`src/rtl/phs_pkg.sv`:
```
`default_nettype none
package phs_pkg;
  localparam int NCH = 4;
  localparam int SLOT_W = 7;
  localparam int BOFF_W = 3;
  localparam int CNT_W = 10;
  localparam int SYNC_STAGES = 3;
  localparam int FIFO_DEPTH = 16;
  localparam int FIFO_W = 19;
  // per channel register index (addr[2:0]); addr[4:3] picks the channel
  localparam logic [2:0] REG_TX_SLOT = 3'h0;
  localparam logic [2:0] REG_TX_BOFF = 3'h1;
  localparam logic [2:0] REG_RX_SLOT = 3'h2;
  localparam logic [2:0] REG_RX_BOFF = 3'h3;
  localparam logic [2:0] REG_PORT_SEL = 3'h4;
  localparam logic [2:0] REG_TX_DATA_HI = 3'h5;
  localparam logic [2:0] REG_TX_DATA_LO = 3'h6;
  localparam logic [2:0] REG_GLOBAL = 3'h7;
  // port select fields
  localparam int PSEL_TX_A = 0;
  localparam int PSEL_TX_B = 1;
  localparam int PSEL_RX_B = 2;
  // global fields
  localparam int GBL_TX_LIN = 0;
  localparam int GBL_RX_LIN = 1;
  localparam int GBL_SIG = 2;
  localparam int GBL_TX_RISE = 3;
  localparam int GBL_OVF = 4;
  // values after reset: slot n for channel n, zero offsets, port A, falling edge
  localparam logic [SLOT_W-1:0] SLOT_RST_STEP = 7'h01;
  localparam logic [BOFF_W-1:0] BOFF_RST = 3'h0;
  localparam logic [2:0] PSEL_RST = 3'h1;
  localparam logic [3:0] GBL_RST = 4'h0;
  localparam logic [CNT_W-1:0] CNT_MAX = 10'h3FF;
  localparam logic [4:0] LEN_BYTE = 5'h08;
  localparam logic [4:0] LEN_WORD = 5'h10;
endpackage
`default_nettype wire

```
`src/rtl/phs_slot_interface.sv`:
```
// Functional notes
// - linear transmit sends 16 bits over two slots starting at the programmed slot.
// - companded transmit puts one 8-bit sample in exactly one slot.
// - signaling on: slot after the companded byte carries signaling, forming 16 bits.
// - frame sync marks transmit slot 0; all transmit positions count from it.
// - time slot settings are 7 bits, up to 128 byte channels.
// - any PCLK rate from 128 kHz to 8.192 MHz works.
// - 3-bit clock slot delays a channel by 0 to 7 PCLK periods.
// - offset beyond remainder R: fractional tail carries junk with drive enable on.
// - transmit on port A, B or both, each with its active-low drive enable.
// - transmit outputs change on falling or rising PCLK edge, as programmed.
// - transmit bytes go most significant bit first.
// - host can read the transmit sample through the command port.
// - companded receive bytes go to the expander; linear words bypass it.
// - frame sync marks receive slot 0; all receive positions count from it.
// - each channel receives from port A or port B, as programmed.
// - frame sync is sampled on the falling PCLK edge.
// - reset: slots 0..3 for channels 0..3, offsets zero, falling-edge transmit.
// - linear samples are 16-bit two's complement, sign bit first.
`default_nettype none

module phs_fifo #(
  parameter int WIDTH = 19,
  parameter int DEPTH = 16
) (
  input wire logic clk_in,
  input wire logic rstn_in,
  input wire logic ce_in,
  input wire logic in_valid_in,
  output logic in_ready_out,
  input wire logic [WIDTH-1:0] in_data_in,
  output logic out_valid_out,
  input wire logic out_ready_in,
  output logic [WIDTH-1:0] out_data_out
);
  localparam int AW = $clog2(DEPTH);
  logic [WIDTH-1:0] mem_q [DEPTH];
  logic [AW-1:0] wr_q;
  logic [AW-1:0] rd_q;
  logic [AW:0] cnt_q;
  wire push = in_valid_in & in_ready_out;
  wire load = (cnt_q != '0) & (~out_valid_out | out_ready_in);

  assign in_ready_out = (cnt_q + (AW+1)'(out_valid_out)) < (AW+1)'(DEPTH); // output stage counts as a word

  // storage words carry no reset; pointers, count and output stage are the control state
  always_ff @(posedge clk_in) begin
    if (ce_in && push) begin
      mem_q[wr_q] <= in_data_in;
    end
  end

  // pointers and count; output stage is a register so the top sees flop outputs
  always_ff @(posedge clk_in or negedge rstn_in) begin
    if (!rstn_in) begin
      wr_q <= '0;
      rd_q <= '0;
      cnt_q <= '0;
      out_valid_out <= 1'b0;
      out_data_out <= '0;
    end else if (ce_in) begin
      if (push) wr_q <= wr_q + 1'b1;
      if (load) begin
        rd_q <= rd_q + 1'b1;
        out_data_out <= mem_q[rd_q];
        out_valid_out <= 1'b1;
      end else if (out_ready_in) begin
        out_valid_out <= 1'b0;
      end
      cnt_q <= cnt_q + (AW+1)'(push) - (AW+1)'(load);
    end
  end
endmodule

module phs_slot_interface (
  input wire logic CLK_SYS_IN,
  input wire logic RSTN_IN,
  input wire logic CE_IN,
  input wire logic PCLK_IN,
  input wire logic FRAME_SYNC_IN,
  input wire logic PCM_IN_PORT_A_IN,
  input wire logic PCM_IN_PORT_B_IN,
  output logic PCM_OUT_PORT_A_OUT,
  output logic PCM_OUT_PORT_A_OE_OUT,
  output logic PCM_OUT_PORT_B_OUT,
  output logic PCM_OUT_PORT_B_OE_OUT,
  output logic OUT_DRIVE_ENABLE_A_N_OUT,
  output logic OUT_DRIVE_ENABLE_B_N_OUT,
  input wire logic [16*phs_pkg::NCH-1:0] TX_SAMPLE_IN,
  input wire logic [8*phs_pkg::NCH-1:0] TX_SIGNAL_IN,
  output logic RX_VALID_OUT,
  input wire logic RX_READY_IN,
  output logic [15:0] RX_DATA_OUT,
  output logic [1:0] RX_CHANNEL_OUT,
  output logic RX_LINEAR_OUT,
  input wire logic CFG_WR_IN,
  input wire logic CFG_RD_IN,
  input wire logic [4:0] CFG_ADDR_IN,
  input wire logic [7:0] CFG_WDATA_IN,
  output logic [7:0] CFG_RDATA_OUT
);
  import phs_pkg::*;

  logic [SYNC_STAGES-1:0] sync_q [4];
  logic [3:0] filt_q;
  logic pclk_prev_q, fs_prev_q, frame_seen_q, ovf_q;
  logic [CNT_W-1:0] cnt_q;
  logic [SLOT_W-1:0] tx_slot_q [NCH];
  logic [SLOT_W-1:0] rx_slot_q [NCH];
  logic [BOFF_W-1:0] tx_boff_q [NCH];
  logic [BOFF_W-1:0] rx_boff_q [NCH];
  logic [2:0] psel_q [NCH];
  logic [15:0] tx_hold_q [NCH];
  logic [7:0] sig_hold_q [NCH];
  logic [15:0] rx_sh_q [NCH];
  logic [3:0] gbl_q;
  logic [15:0] tx_word [NCH];
  logic [CNT_W-1:0] tx_off [NCH];
  logic [CNT_W-1:0] rx_off [NCH];
  logic [NCH-1:0] tx_bit, act_a, act_b, rx_done;
  logic [15:0] rx_word [NCH];
  logic [FIFO_W-1:0] push_data;
  logic fifo_ready;
  logic [7:0] rd_mux;

  // pins from the highway: three flops, a change counts once stages two and three agree
  wire [3:0] pin_vec = {PCM_IN_PORT_B_IN, PCM_IN_PORT_A_IN, FRAME_SYNC_IN, PCLK_IN};
  for (genvar p = 0; p < 4; p++) begin : g_sync
    always_ff @(posedge CLK_SYS_IN or negedge RSTN_IN) begin
      if (!RSTN_IN) begin
        sync_q[p] <= '0;
        filt_q[p] <= 1'b0;
      end else if (CE_IN) begin
        sync_q[p] <= {sync_q[p][SYNC_STAGES-2:0], pin_vec[p]};
        if (sync_q[p][1] == sync_q[p][2]) filt_q[p] <= sync_q[p][2];
      end
    end
  end

  // edge decode of the filtered bit clock
  wire pclk_rise = filt_q[0] & ~pclk_prev_q;
  wire pclk_fall = ~filt_q[0] & pclk_prev_q;
  wire frame_start = pclk_fall & filt_q[1] & ~fs_prev_q;
  wire tx_lin = gbl_q[GBL_TX_LIN];
  wire rx_lin = gbl_q[GBL_RX_LIN];
  wire sig_en = gbl_q[GBL_SIG] & ~tx_lin;
  wire tx_rise = gbl_q[GBL_TX_RISE];
  // counter saturates so a missing frame sync cannot wrap onto slot 0
  wire [CNT_W-1:0] nxt_cnt = frame_start ? '0 : (cnt_q == CNT_MAX ? cnt_q : cnt_q + 1'b1);
  wire tx_edge = tx_rise ? pclk_rise : pclk_fall;
  wire [CNT_W-1:0] tx_pos = tx_rise ? cnt_q : nxt_cnt;
  // two slots for linear or signaling, one slot otherwise
  wire [4:0] tx_len = (tx_lin | sig_en) ? LEN_WORD : LEN_BYTE;
  wire [4:0] rx_len = rx_lin ? LEN_WORD : LEN_BYTE;
  wire rx_take = pclk_fall & frame_seen_q & (frame_start | (cnt_q != CNT_MAX)); // parked count takes no bit twice
  wire [1:0] cfg_ch = CFG_ADDR_IN[4:3];
  wire [2:0] cfg_reg = CFG_ADDR_IN[2:0];

  // frame sync sets bit 0; count fits up to 1024 bits per frame
  always_ff @(posedge CLK_SYS_IN or negedge RSTN_IN) begin
    if (!RSTN_IN) begin
      pclk_prev_q <= 1'b0;
      fs_prev_q <= 1'b0;
      frame_seen_q <= 1'b0;
      cnt_q <= CNT_MAX;
    end else if (CE_IN) begin
      pclk_prev_q <= filt_q[0];
      if (pclk_fall) begin
        fs_prev_q <= filt_q[1];
        cnt_q <= nxt_cnt;
        if (frame_start) frame_seen_q <= 1'b1;
      end
    end
  end

  for (genvar i = 0; i < NCH; i++) begin : g_ch
    // start = offset + 8 * slot
    wire [CNT_W-1:0] tx_start = {tx_slot_q[i], 3'h0} + CNT_W'(tx_boff_q[i]);
    wire [CNT_W-1:0] rx_start = {rx_slot_q[i], 3'h0} + CNT_W'(rx_boff_q[i]);
    wire [15:0] smp_now = frame_start ? TX_SAMPLE_IN[16*i +: 16] : tx_hold_q[i];
    wire [7:0] sig_now = frame_start ? TX_SIGNAL_IN[8*i +: 8] : sig_hold_q[i];
    wire tx_in = tx_off[i] < CNT_W'(tx_len);
    wire rx_in = rx_off[i] < CNT_W'(rx_len);
    wire rx_pin = psel_q[i][PSEL_RX_B] ? filt_q[3] : filt_q[2];
    // linear word as is; data byte then signaling byte
    assign tx_word[i] = tx_lin ? smp_now : {smp_now[7:0], sig_en ? sig_now : 8'h00};
    assign tx_off[i] = tx_pos - tx_start;
    assign rx_off[i] = nxt_cnt - rx_start;
    assign tx_bit[i] = tx_word[i][4'(4'hF - tx_off[i][3:0])];
    // a window past the frame end stays driven until the next sync restarts the count
    assign act_a[i] = frame_seen_q & tx_in & psel_q[i][PSEL_TX_A];
    assign act_b[i] = frame_seen_q & tx_in & psel_q[i][PSEL_TX_B];
    assign rx_done[i] = rx_take & rx_in & (rx_off[i][3:0] == 4'(rx_len - 5'h01));
    assign rx_word[i] = rx_lin ? {rx_sh_q[i][14:0], rx_pin} : {8'h00, rx_sh_q[i][6:0], rx_pin};

    // slot n, zero offsets, port A after reset
    always_ff @(posedge CLK_SYS_IN or negedge RSTN_IN) begin
      if (!RSTN_IN) begin
        tx_slot_q[i] <= SLOT_W'(i) * SLOT_RST_STEP;
        rx_slot_q[i] <= SLOT_W'(i) * SLOT_RST_STEP;
        tx_boff_q[i] <= BOFF_RST;
        rx_boff_q[i] <= BOFF_RST;
        psel_q[i] <= PSEL_RST;
      end else if (CE_IN && CFG_WR_IN && cfg_ch == 2'(i)) begin
        if (cfg_reg == REG_TX_SLOT) tx_slot_q[i] <= CFG_WDATA_IN[SLOT_W-1:0];
        if (cfg_reg == REG_TX_BOFF) tx_boff_q[i] <= CFG_WDATA_IN[BOFF_W-1:0];
        if (cfg_reg == REG_RX_SLOT) rx_slot_q[i] <= CFG_WDATA_IN[SLOT_W-1:0];
        if (cfg_reg == REG_RX_BOFF) rx_boff_q[i] <= CFG_WDATA_IN[BOFF_W-1:0];
        if (cfg_reg == REG_PORT_SEL) psel_q[i] <= CFG_WDATA_IN[2:0];
      end
    end

    // one snapshot per frame keeps a sample from tearing across its two slots
    always_ff @(posedge CLK_SYS_IN or negedge RSTN_IN) begin
      if (!RSTN_IN) begin
        tx_hold_q[i] <= '0;
        sig_hold_q[i] <= '0;
        rx_sh_q[i] <= '0;
      end else if (CE_IN) begin
        if (frame_start) begin
          tx_hold_q[i] <= TX_SAMPLE_IN[16*i +: 16];
          sig_hold_q[i] <= TX_SIGNAL_IN[8*i +: 8];
        end
        if (rx_take && rx_in) rx_sh_q[i] <= {rx_sh_q[i][14:0], rx_pin};
      end
    end
  end

  // lowest finished channel wins; coinciding windows are a setup fault and raise overflow
  always_comb begin
    push_data = '0;
    for (int k = NCH - 1; k >= 0; k--) begin
      if (rx_done[k]) push_data = {2'(k), rx_lin, rx_word[k]};
    end
  end
  wire rx_push = |rx_done;
  wire rx_multi = (rx_done & (rx_done - 4'h1)) != 4'h0;
  wire ovf_set = rx_push & (~fifo_ready | rx_multi);

  // linear flag tells the inner side to bypass the expander
  phs_fifo #(
    .WIDTH(FIFO_W),
    .DEPTH(FIFO_DEPTH)
  ) u_rx_fifo (
    .clk_in(CLK_SYS_IN),
    .rstn_in(RSTN_IN),
    .ce_in(CE_IN),
    .in_valid_in(rx_push),
    .in_ready_out(fifo_ready),
    .in_data_in(push_data),
    .out_valid_out(RX_VALID_OUT),
    .out_ready_in(RX_READY_IN),
    .out_data_out({RX_CHANNEL_OUT, RX_LINEAR_OUT, RX_DATA_OUT})
  );

  // global modes and overflow; a new overflow beats a clear in the same cycle
  always_ff @(posedge CLK_SYS_IN or negedge RSTN_IN) begin
    if (!RSTN_IN) begin
      gbl_q <= GBL_RST;
      ovf_q <= 1'b0;
    end else if (CE_IN) begin
      if (CFG_WR_IN && cfg_reg == REG_GLOBAL) gbl_q <= CFG_WDATA_IN[3:0];
      if (ovf_set) ovf_q <= 1'b1;
      else if (CFG_WR_IN && cfg_reg == REG_GLOBAL && CFG_WDATA_IN[GBL_OVF]) ovf_q <= 1'b0;
    end
  end

  // or of all channels per port
  wire drv_a = |act_a;
  wire drv_b = |act_b;
  // outside slots data low with enable off, drive enables high
  always_ff @(posedge CLK_SYS_IN or negedge RSTN_IN) begin
    if (!RSTN_IN) begin
      PCM_OUT_PORT_A_OUT <= 1'b0;
      PCM_OUT_PORT_B_OUT <= 1'b0;
      PCM_OUT_PORT_A_OE_OUT <= 1'b0;
      PCM_OUT_PORT_B_OE_OUT <= 1'b0;
      OUT_DRIVE_ENABLE_A_N_OUT <= 1'b1;
      OUT_DRIVE_ENABLE_B_N_OUT <= 1'b1;
    end else if (CE_IN && tx_edge) begin
      PCM_OUT_PORT_A_OUT <= |(act_a & tx_bit);
      PCM_OUT_PORT_B_OUT <= |(act_b & tx_bit);
      PCM_OUT_PORT_A_OE_OUT <= drv_a;
      PCM_OUT_PORT_B_OE_OUT <= drv_b;
      OUT_DRIVE_ENABLE_A_N_OUT <= ~drv_a;
      OUT_DRIVE_ENABLE_B_N_OUT <= ~drv_b;
    end
  end

  // transmit sample readable; reads answer one cycle later
  always_comb begin
    case (cfg_reg)
      REG_TX_SLOT: rd_mux = {1'b0, tx_slot_q[cfg_ch]};
      REG_TX_BOFF: rd_mux = {5'h00, tx_boff_q[cfg_ch]};
      REG_RX_SLOT: rd_mux = {1'b0, rx_slot_q[cfg_ch]};
      REG_RX_BOFF: rd_mux = {5'h00, rx_boff_q[cfg_ch]};
      REG_PORT_SEL: rd_mux = {5'h00, psel_q[cfg_ch]};
      REG_TX_DATA_HI: rd_mux = tx_hold_q[cfg_ch][15:8];
      REG_TX_DATA_LO: rd_mux = tx_hold_q[cfg_ch][7:0];
      REG_GLOBAL: rd_mux = {2'h0, frame_seen_q, ovf_q, gbl_q};
      default: rd_mux = 8'h00;
    endcase
  end
  always_ff @(posedge CLK_SYS_IN or negedge RSTN_IN) begin
    if (!RSTN_IN) CFG_RDATA_OUT <= 8'h00;
    else if (CE_IN && CFG_RD_IN) CFG_RDATA_OUT <= rd_mux;
  end
endmodule
`default_nettype wire

```
`config.mk`:
```
export PLATFORM = sky130hd
export DESIGN_NAME = phs_slot_interface
export DESIGN_NICKNAME = d
export VERILOG_FILES = /design/src/rtl/phs_pkg.sv /design/src/rtl/phs_slot_interface.sv
export SDC_FILE = /design/constraint.sdc
export NUM_CORES = 1
export LEC_CHECK = 0
export ABC_AREA = 1
export BUFFER_PORTS_ARGS = -buffer_cell sky130_fd_sc_hd__buf_2
export CORE_MARGIN = 4
export CORE_UTILIZATION = 40
export CTS_CLUSTER_SIZE = 20
export DETAILED_ROUTE_END_ITERATION = 7
export PLACE_DENSITY = 0.53
export SLEW_MARGIN = 20
export SYNTH_ARGS = -nofsm -noshare
export SYNTH_HDL_FRONTEND = slang
export SYNTH_SLANG_ARGS = --single-unit
```
`constraint.sdc`:
```
create_clock -name CLK_SYS_IN -period 6.45 [get_ports CLK_SYS_IN]
set_input_delay 0.3225 -clock CLK_SYS_IN [delete_from_list [all_inputs] [get_ports CLK_SYS_IN]]
set_output_delay 0.3225 -clock CLK_SYS_IN [all_outputs]
set_load 0.05 [all_outputs]
```
Word-level counts from Yosys, hierarchy flattened
Memory sizes are Yosys's and may differ from the RTL's. A register that Yosys moved wholly into a read port is not among the register bits.
Cells that the tools add are included.
- register bits: 310
- bits in latches: 0
- bits in writable memories: 304
- memory bits (read-only): 0
- input bits: 119
- output and inout bits: 34
- logic and storage cells: 294
- memories kept: 1
- add/subtract/negate cells: 28
- $mul: 0
- div/mod/pow operators: 0
- $lt $le $gt $ge: 14
- equality and inequality tests: 20
- shift operators: 0
- muxes and demuxes: 67
- bitwise logic cells: 46
- reduce and logical (&&, ||, !) cells: 61
- memories (name ; words ; bits a word ; rd ports ; clocked after Yosys merged registers in ; write ports ; line ; source):
    u_rx_fifo.mem_q ; 16 ; 19 ; 1 ; 1 ; 1 ; phs_slot_interface.sv:37 ; logic [WIDTH-1:0] mem_q [DEPTH];
- operators with widths (operator ; number):
    16-bit two-way mux ; 14
    10-bit by 3-bit adder with 10-bit output ; 8
    10-bit by 5-bit < comparator with 1-bit output ; 8
    10-bit subtractor ; 8
    19-bit two-way mux ; 4
    2-bit AND reduction ; 34
    8-bit two-way mux ; 8
    8-bit one-hot mux with 8 select lines ; 1
    16-bit binary-select mux with 2-bit select ; 1
    1-bit AND ; 30
    10-bit two-way mux ; 3
    7-bit binary-select mux with 2-bit select ; 2
    7-bit two-way mux ; 4
    4-bit by 5-bit < comparator with 1-bit output (second input constant) ; 4
    4-bit OR reduction ; 5
    3-bit binary-select mux with 2-bit select ; 3
    3-bit two-way mux ; 6
    1-bit binary-select mux with 4-bit select ; 4
    4-bit == test ; 4
    4-bit subtractor (first input constant) ; 4
    1-bit two-way mux ; 15
    1-bit logical AND ; 14
    4-bit AND ; 3
    3-bit == test (second input constant) ; 4
    25 further kinds ; 45

Depth between registers and ports, before layout
- depth in word-level cells: 16
- depth in mapped cells: 36
- mapped depth without buffers: 34

By module
From an unflattened synthesis, not the netlist that was laid out.
- cell total of the unflattened synthesis: 4239
- area total of the unflattened synthesis: 35343.9 um^2
- by module, submodules not included (module ; instances ; cells each ; area each (um^2) ; sequential area each (um^2)):
    phs_slot_interface ; 1 ; 2807 ; 20627.3 ; 7437.1
    phs_fifo ; 1 ; 1432 ; 14716.6 ; 9954.5

Worst setup path after synthesis
Ideal clock, no wire load.
- kind: register to register
- start: reg filt_q[0]
- end: reg u_rx_fifo.cnt_q[4]
- library setup time: 0.079 ns
- arrival: 5.272 ns
- required time: 6.371 ns
- setup slack: 1.099 ns
- cell stages (with the launch flop): 35
- path buffers: 2
- clock period less this slack: 5.351 ns
- cell sequence: dfrtp_1 > nor2_2 > nand2_2 > buf_2 > inv_1 > buf_1 > a21oi_1 > o21ai_0 > ha_1 > inv_1 > fa_1 > o21ai_0 > nand2_1 > xor2_1 > inv_1 > ha_1 > inv_1 > o21ai_0 > nor2_1 > nand3_1 > nor2_2 > nand4_4 > nand2_4 > nor2_4 > nor2_1 > ha_1 > inv_1 > fa_1 > or2_2 > a21oi_1 > nor2_1 > nand2_1 > nand2_1 > nor2_1 > xor2_1
- longest elaborated chain between the ends: 13
- elaborated cells between the ends (all ways): 32
- those cells by class: add/sub (6); order compare (4); eq/ne (4); mux (1); bitwise (16); reduce/logical (1)
- RTL lines (element ; line ; source):
    start, declared ; phs_slot_interface.sv:105 ; logic [3:0] filt_q;
    start signal, assigned by index ; phs_slot_interface.sv:135 ; if (sync_q[p][1] == sync_q[p][2]) filt_q[p] <= sync_q[p][2];
    1-bit NOT * ; phs_slot_interface.sv:142 ; wire pclk_fall = ~filt_q[0] & pclk_prev_q;
    1-bit AND * ; phs_slot_interface.sv:142 ;
    1-bit AND (2 in series) ; phs_slot_interface.sv:143 ; wire frame_start = pclk_fall & filt_q[1] & ~fs_prev_q;
    10-bit two-way mux ; phs_slot_interface.sv:149 ; wire [CNT_W-1:0] nxt_cnt = frame_start ? '0 : (cnt_q == CNT_MAX ? cnt_q : cnt_q + 1'b1);
    10-bit subtractor ; phs_slot_interface.sv:188 ; assign rx_off[i] = nxt_cnt - rx_start;
    10-bit by 5-bit < comparator with 1-bit output ; phs_slot_interface.sv:183 ; wire rx_in = rx_off[i] < CNT_W'(rx_len);
    1-bit AND (2 in series) ; phs_slot_interface.sv:193 ; assign rx_done[i] = rx_take & rx_in & (rx_off[i][3:0] == 4'(rx_len - 5'h01));
    4-bit OR reduction * ; phs_slot_interface.sv:236 ; wire rx_push = |rx_done;
    1-bit AND * ; phs_slot_interface.sv:41 ; wire push = in_valid_in & in_ready_out;
    5-bit by 1-bit adder with 5-bit output * ; phs_slot_interface.sv:70 ; cnt_q <= cnt_q + (AW+1)'(push) - (AW+1)'(load);
    5-bit by 1-bit subtractor with 5-bit output * ; phs_slot_interface.sv:70 ;
    end signal, assigned ; phs_slot_interface.sv:70 ;
    end, declared ; phs_slot_interface.sv:40 ; logic [AW:0] cnt_q;
Every way passes the cells marked *; elsewhere a longest branch is shown, timed or not.
A chain may end at the register's enable or synchronous reset.

Worst setup path in the final report
- start: reg cnt_q[0]
- end: reg u_rx_fifo.cnt_q[4]
- longest elaborated chain between the ends: 11
- elaborated cells between the ends (all ways): 31
- those cells by class: add/sub (7); order compare (4); eq/ne (6); mux (2); bitwise (11); reduce/logical (1)
- RTL lines (element ; line ; source):
    start, declared ; phs_slot_interface.sv:107 ; logic [CNT_W-1:0] cnt_q;
    start signal, assigned ; phs_slot_interface.sv:170 ; cnt_q <= nxt_cnt;
    10-bit by 1-bit adder with 10-bit output or 10-bit == test (tied branches) ; phs_slot_interface.sv:149 ;
    10-bit two-way mux (2 in series) ; phs_slot_interface.sv:149 ;
    10-bit subtractor ; phs_slot_interface.sv:188 ;
    10-bit by 5-bit < comparator with 1-bit output ; phs_slot_interface.sv:183 ;
    1-bit AND (2 in series) ; phs_slot_interface.sv:193 ;
    4-bit OR reduction * ; phs_slot_interface.sv:236 ;
    1-bit AND * ; phs_slot_interface.sv:41 ;
    5-bit by 1-bit adder with 5-bit output * ; phs_slot_interface.sv:70 ;
    5-bit by 1-bit subtractor with 5-bit output * ; phs_slot_interface.sv:70 ;
Marked as above.

==> impl_metrics.ini <==
[outcome]
status = completed

[clocking]
cts_max_level = 3
clk-insertion-delay-late_ns = 0.63
cts_root_buf = clkbuf_16
cts_tree = built
postCtsSetupBuffers = 0
clock_sinks = 633
ctsLongestPathBuffers = 3
clkTransAtPathRegs_ns = 0.05
cts_buffers = 75

[logic_synthesis]
ys_seq_area_frac = 0.5087
syn_area_mm2 = 0.03419
yosys_warnings = 0
synth_nets = 4143
synthArstFlopShare = 0.5197
syn_area_per_cell_um2 = 8.835
synth_edf_count = 304
synth_cell_types = 60
synthCells = 3870
synthFlopType = dfrtp_1
ys_ff_latch = 633

[route]
drt-vias-per-instance = 5.297
wl_mm = 103.6
wl_met2_mm = 50.23
drtPass1Iterations = 5
top_layer = met4
drc = 0
vias = 27727
routed-wl-met3_mm = 3.974
first_iter_violations = 2020
wl_met1_mm = 45.71
ant_nets = 0
routedWlPerCell_um = 19.80

[setup_path]
critical_path.endpoint_type = flop
crit_type = flop to flop
crit_slowest_cell = dfstp_2
startpoint_type = flop
cp_common_cell = inv_1
critPathTopFamily = simple AND/OR/NAND/NOR gates
worst-path-buf-inv = 6
path_max_fanout = 7
worst_ep_arrival_time_ns = 6.33
max_stage_delay_ns = 0.59
worst_ep_required_time_ns = 7.00

[timing]
fin_skew_ns = 0.04879
rsz0062_at_grt = no
hold_viol_final = 0
finalCritPeriodShare = 0.8959
setup_viol = 0
max_freq_ghz = 0.1731
slew_headroom = 0.2245
post-route-min-period_ns = 5.778
tightest_slew_ns = 1.163
slew_violations = 0
finalSetupTns_ns = 0

[run]
cap_violations = 0

[power_and_ir_drop]
p_leak_uw = 0.01714
pwr_density_cell_mw_per_mm2 = 441.7
max-vdd-ir-drop_mv = 0.2852

[layout]
drive_above_1_share = 0.1183
layout_common_cells = nand2_1, o21ai_0, inv_1
fillerInstances = 8178
areaGrowthSynthToFinish_pct = 14.96
nets = 4313
final_common_cell = nand2_1
diodes = 0
seqCellArea_mm2 = 0.01740
final_area_mm2 = 0.03931
multi_input_area_mm2 = 0.01444

[grt]
grt_usage = 0.2286
grt_pass1_vias = 26762
antenna_found_initial = 0
grt_max_degree = 119
grt_overflow = 0
grt_pass1_wl_mm = 160.2

[die]
die_h_um = 300.4
start_util = 0.4060
io_pins = 153
die_area_mm2 = 0.09022
rows = 106
core_mm2 = 0.08422
die_x_um = 300.4

[worst_hold_path]
hold_path.class = input pin to flop

[placement]
place_congestion = 0.9147
dpl_cell_area_mm2 = 0.03635
place_hpwl_mm = 71.98
io_buffers = 151
==> layout make-up <==
class	count	share of cell area
clock buffers	110	0.05523
repair buffers	271	0.04539
multi-input cells	2602	0.3674
flip-flops and latches	633	0.4426
well taps	1134	0.03610
clock inverters	27	0.009327
inverters	457	0.04393
==> Yosys cell counts, types with 5 or more instances <==
| cell | count | area share |
|---|---|---|
| a21o_1 | 5 | 0.0011 |
| nor4_1 | 6 | 0.0011 |
| clkbuf_1 | 150 | 0.016 |
| a21oi_1 | 85 | 0.012 |
| mux2_2 | 41 | 0.014 |
| nand2_2 | 8 | 0.0015 |
| xor2_1 | 31 | 0.0079 |
| o211ai_1 | 92 | 0.020 |
| xnor2_1 | 13 | 0.0033 |
| a22oi_1 | 42 | 0.0092 |
| nand3_1 | 232 | 0.034 |
| inv_1 | 451 | 0.050 |
| or2_2 | 21 | 0.0038 |
| ha_1 | 145 | 0.053 |
| o221ai_1 | 54 | 0.014 |
| buf_2 | 18 | 0.0026 |
| nand4_1 | 32 | 0.0059 |
| nor2_2 | 5 | 0.00091 |
| nand2_1 | 781 | 0.086 |
| dfrtp_1 | 305 | 0.22 |
| o21a_1 | 21 | 0.0046 |
| edfxtp_1 | 304 | 0.27 |
| dfstp_2 | 24 | 0.018 |
| fa_1 | 9 | 0.0053 |
| nor2_4 | 5 | 0.0016 |
| o21ai_0 | 561 | 0.082 |
| nor3_1 | 27 | 0.0040 |
| buf_1 | 6 | 0.00066 |
| nand3b_1 | 11 | 0.0024 |
| nor2_1 | 275 | 0.030 |
| o22ai_1 | 56 | 0.010 |
==> where the power goes <==
part | internal [µW] | switching [µW] | leakage (µW)
Sequential | 4690 | 382 | 0.00710
Clock | 2590 | 1730 | 0.00124
Combinational | 2680 | 5280 | 0.00881
Total | 9960 | 7400 | 0.0171
==> registers in the layout (all words and copies together) (netlist names), 5 cells and up <==
signal and cells:
CFG_RDATA_OUT 8, cnt_q 10, psel_q 12, rx_boff_q 12
rx_sh_q 60, rx_slot_q 28, sig_hold_q 32, sync_q 12
tx_boff_q 12, tx_hold_q 64, tx_slot_q 28, u_rx_fifo.cnt_q 5
u_rx_fifo.mem_q 304, u_rx_fifo.out_data_out 19
==> cell families (layout without fill, tap and decap cells) <==
logic type / count (synthesis) / after routing / share of synthesized area
adders and majority gates: 154 / 154 / 0.05833
muxes: 41 / 41 / 0.01350
buffers and inverters: 635 / 865 / 0.07088
and+or+nand+nor: 1418 / 1418 / 0.1767
DFF: 633 / 633 / 0.5087
AOI/OAI and AO/OA: 944 / 944 / 0.1601
xor gates and xnor gates: 45 / 45 / 0.01175
==> metrics by stage <==
step                power, µW  hold slack [ns]  utilization  cells  worst slack (ns)
floorplan               10910          0.02691            -   3870             1.099
global placement        13050           0.3197       0.4316   5055            0.4617
detailed placement      13090           0.3268       0.4316   5055            0.3966
CTS                     17490         0.001197       0.4667   5234            0.4248
global route            18840          0.02774       0.4667   5234            0.2119
finish                  17360          0.03527       0.4667   5234            0.6717
==> repair_timing <==
action / 4_1_cts / 5_1_grt
gates resized for setup: 0 / 0
hold endpoints to repair: 101 / 0
hold buffers: 42 / 0
==> tightest hold or removal path, stage by stage <==
cell     delay (ns)
buf_2          0.08
o21ai_0        0.07
o21ai_0        0.14
==> metal layers <==
layer,global-route usage,vias up
met3,0.02275,157
met2,0.3897,671
met5,0,-
met4,0.08007,0
met1,0.3050,13297
li1,-,13602
==> worst paths after layout <==
check | end | startpoint | slack [ns] | cells past startpoint
max | u_rx_fifo.cnt_q[4] | cnt_q[0] | 0.67 | 33
min | sig_hold_q[18] | TX_SIGNAL_IN[10] | 0.04 | 3
max reg2reg | u_rx_fifo.cnt_q[4] | cnt_q[0] | 0.67 | 33
min reg2reg | OUT_DRIVE_ENABLE_B_N_OUT | OUT_DRIVE_ENABLE_B_N_OUT | 0.46 | 2
max in group asynchronous | u_rx_fifo.rd_q[0] | RSTN_IN | 4.80 | 3
min in group asynchronous | u_rx_fifo.out_data_out[3] | RSTN_IN | 0.24 | 2
Power figures use the tool's default switching activity.
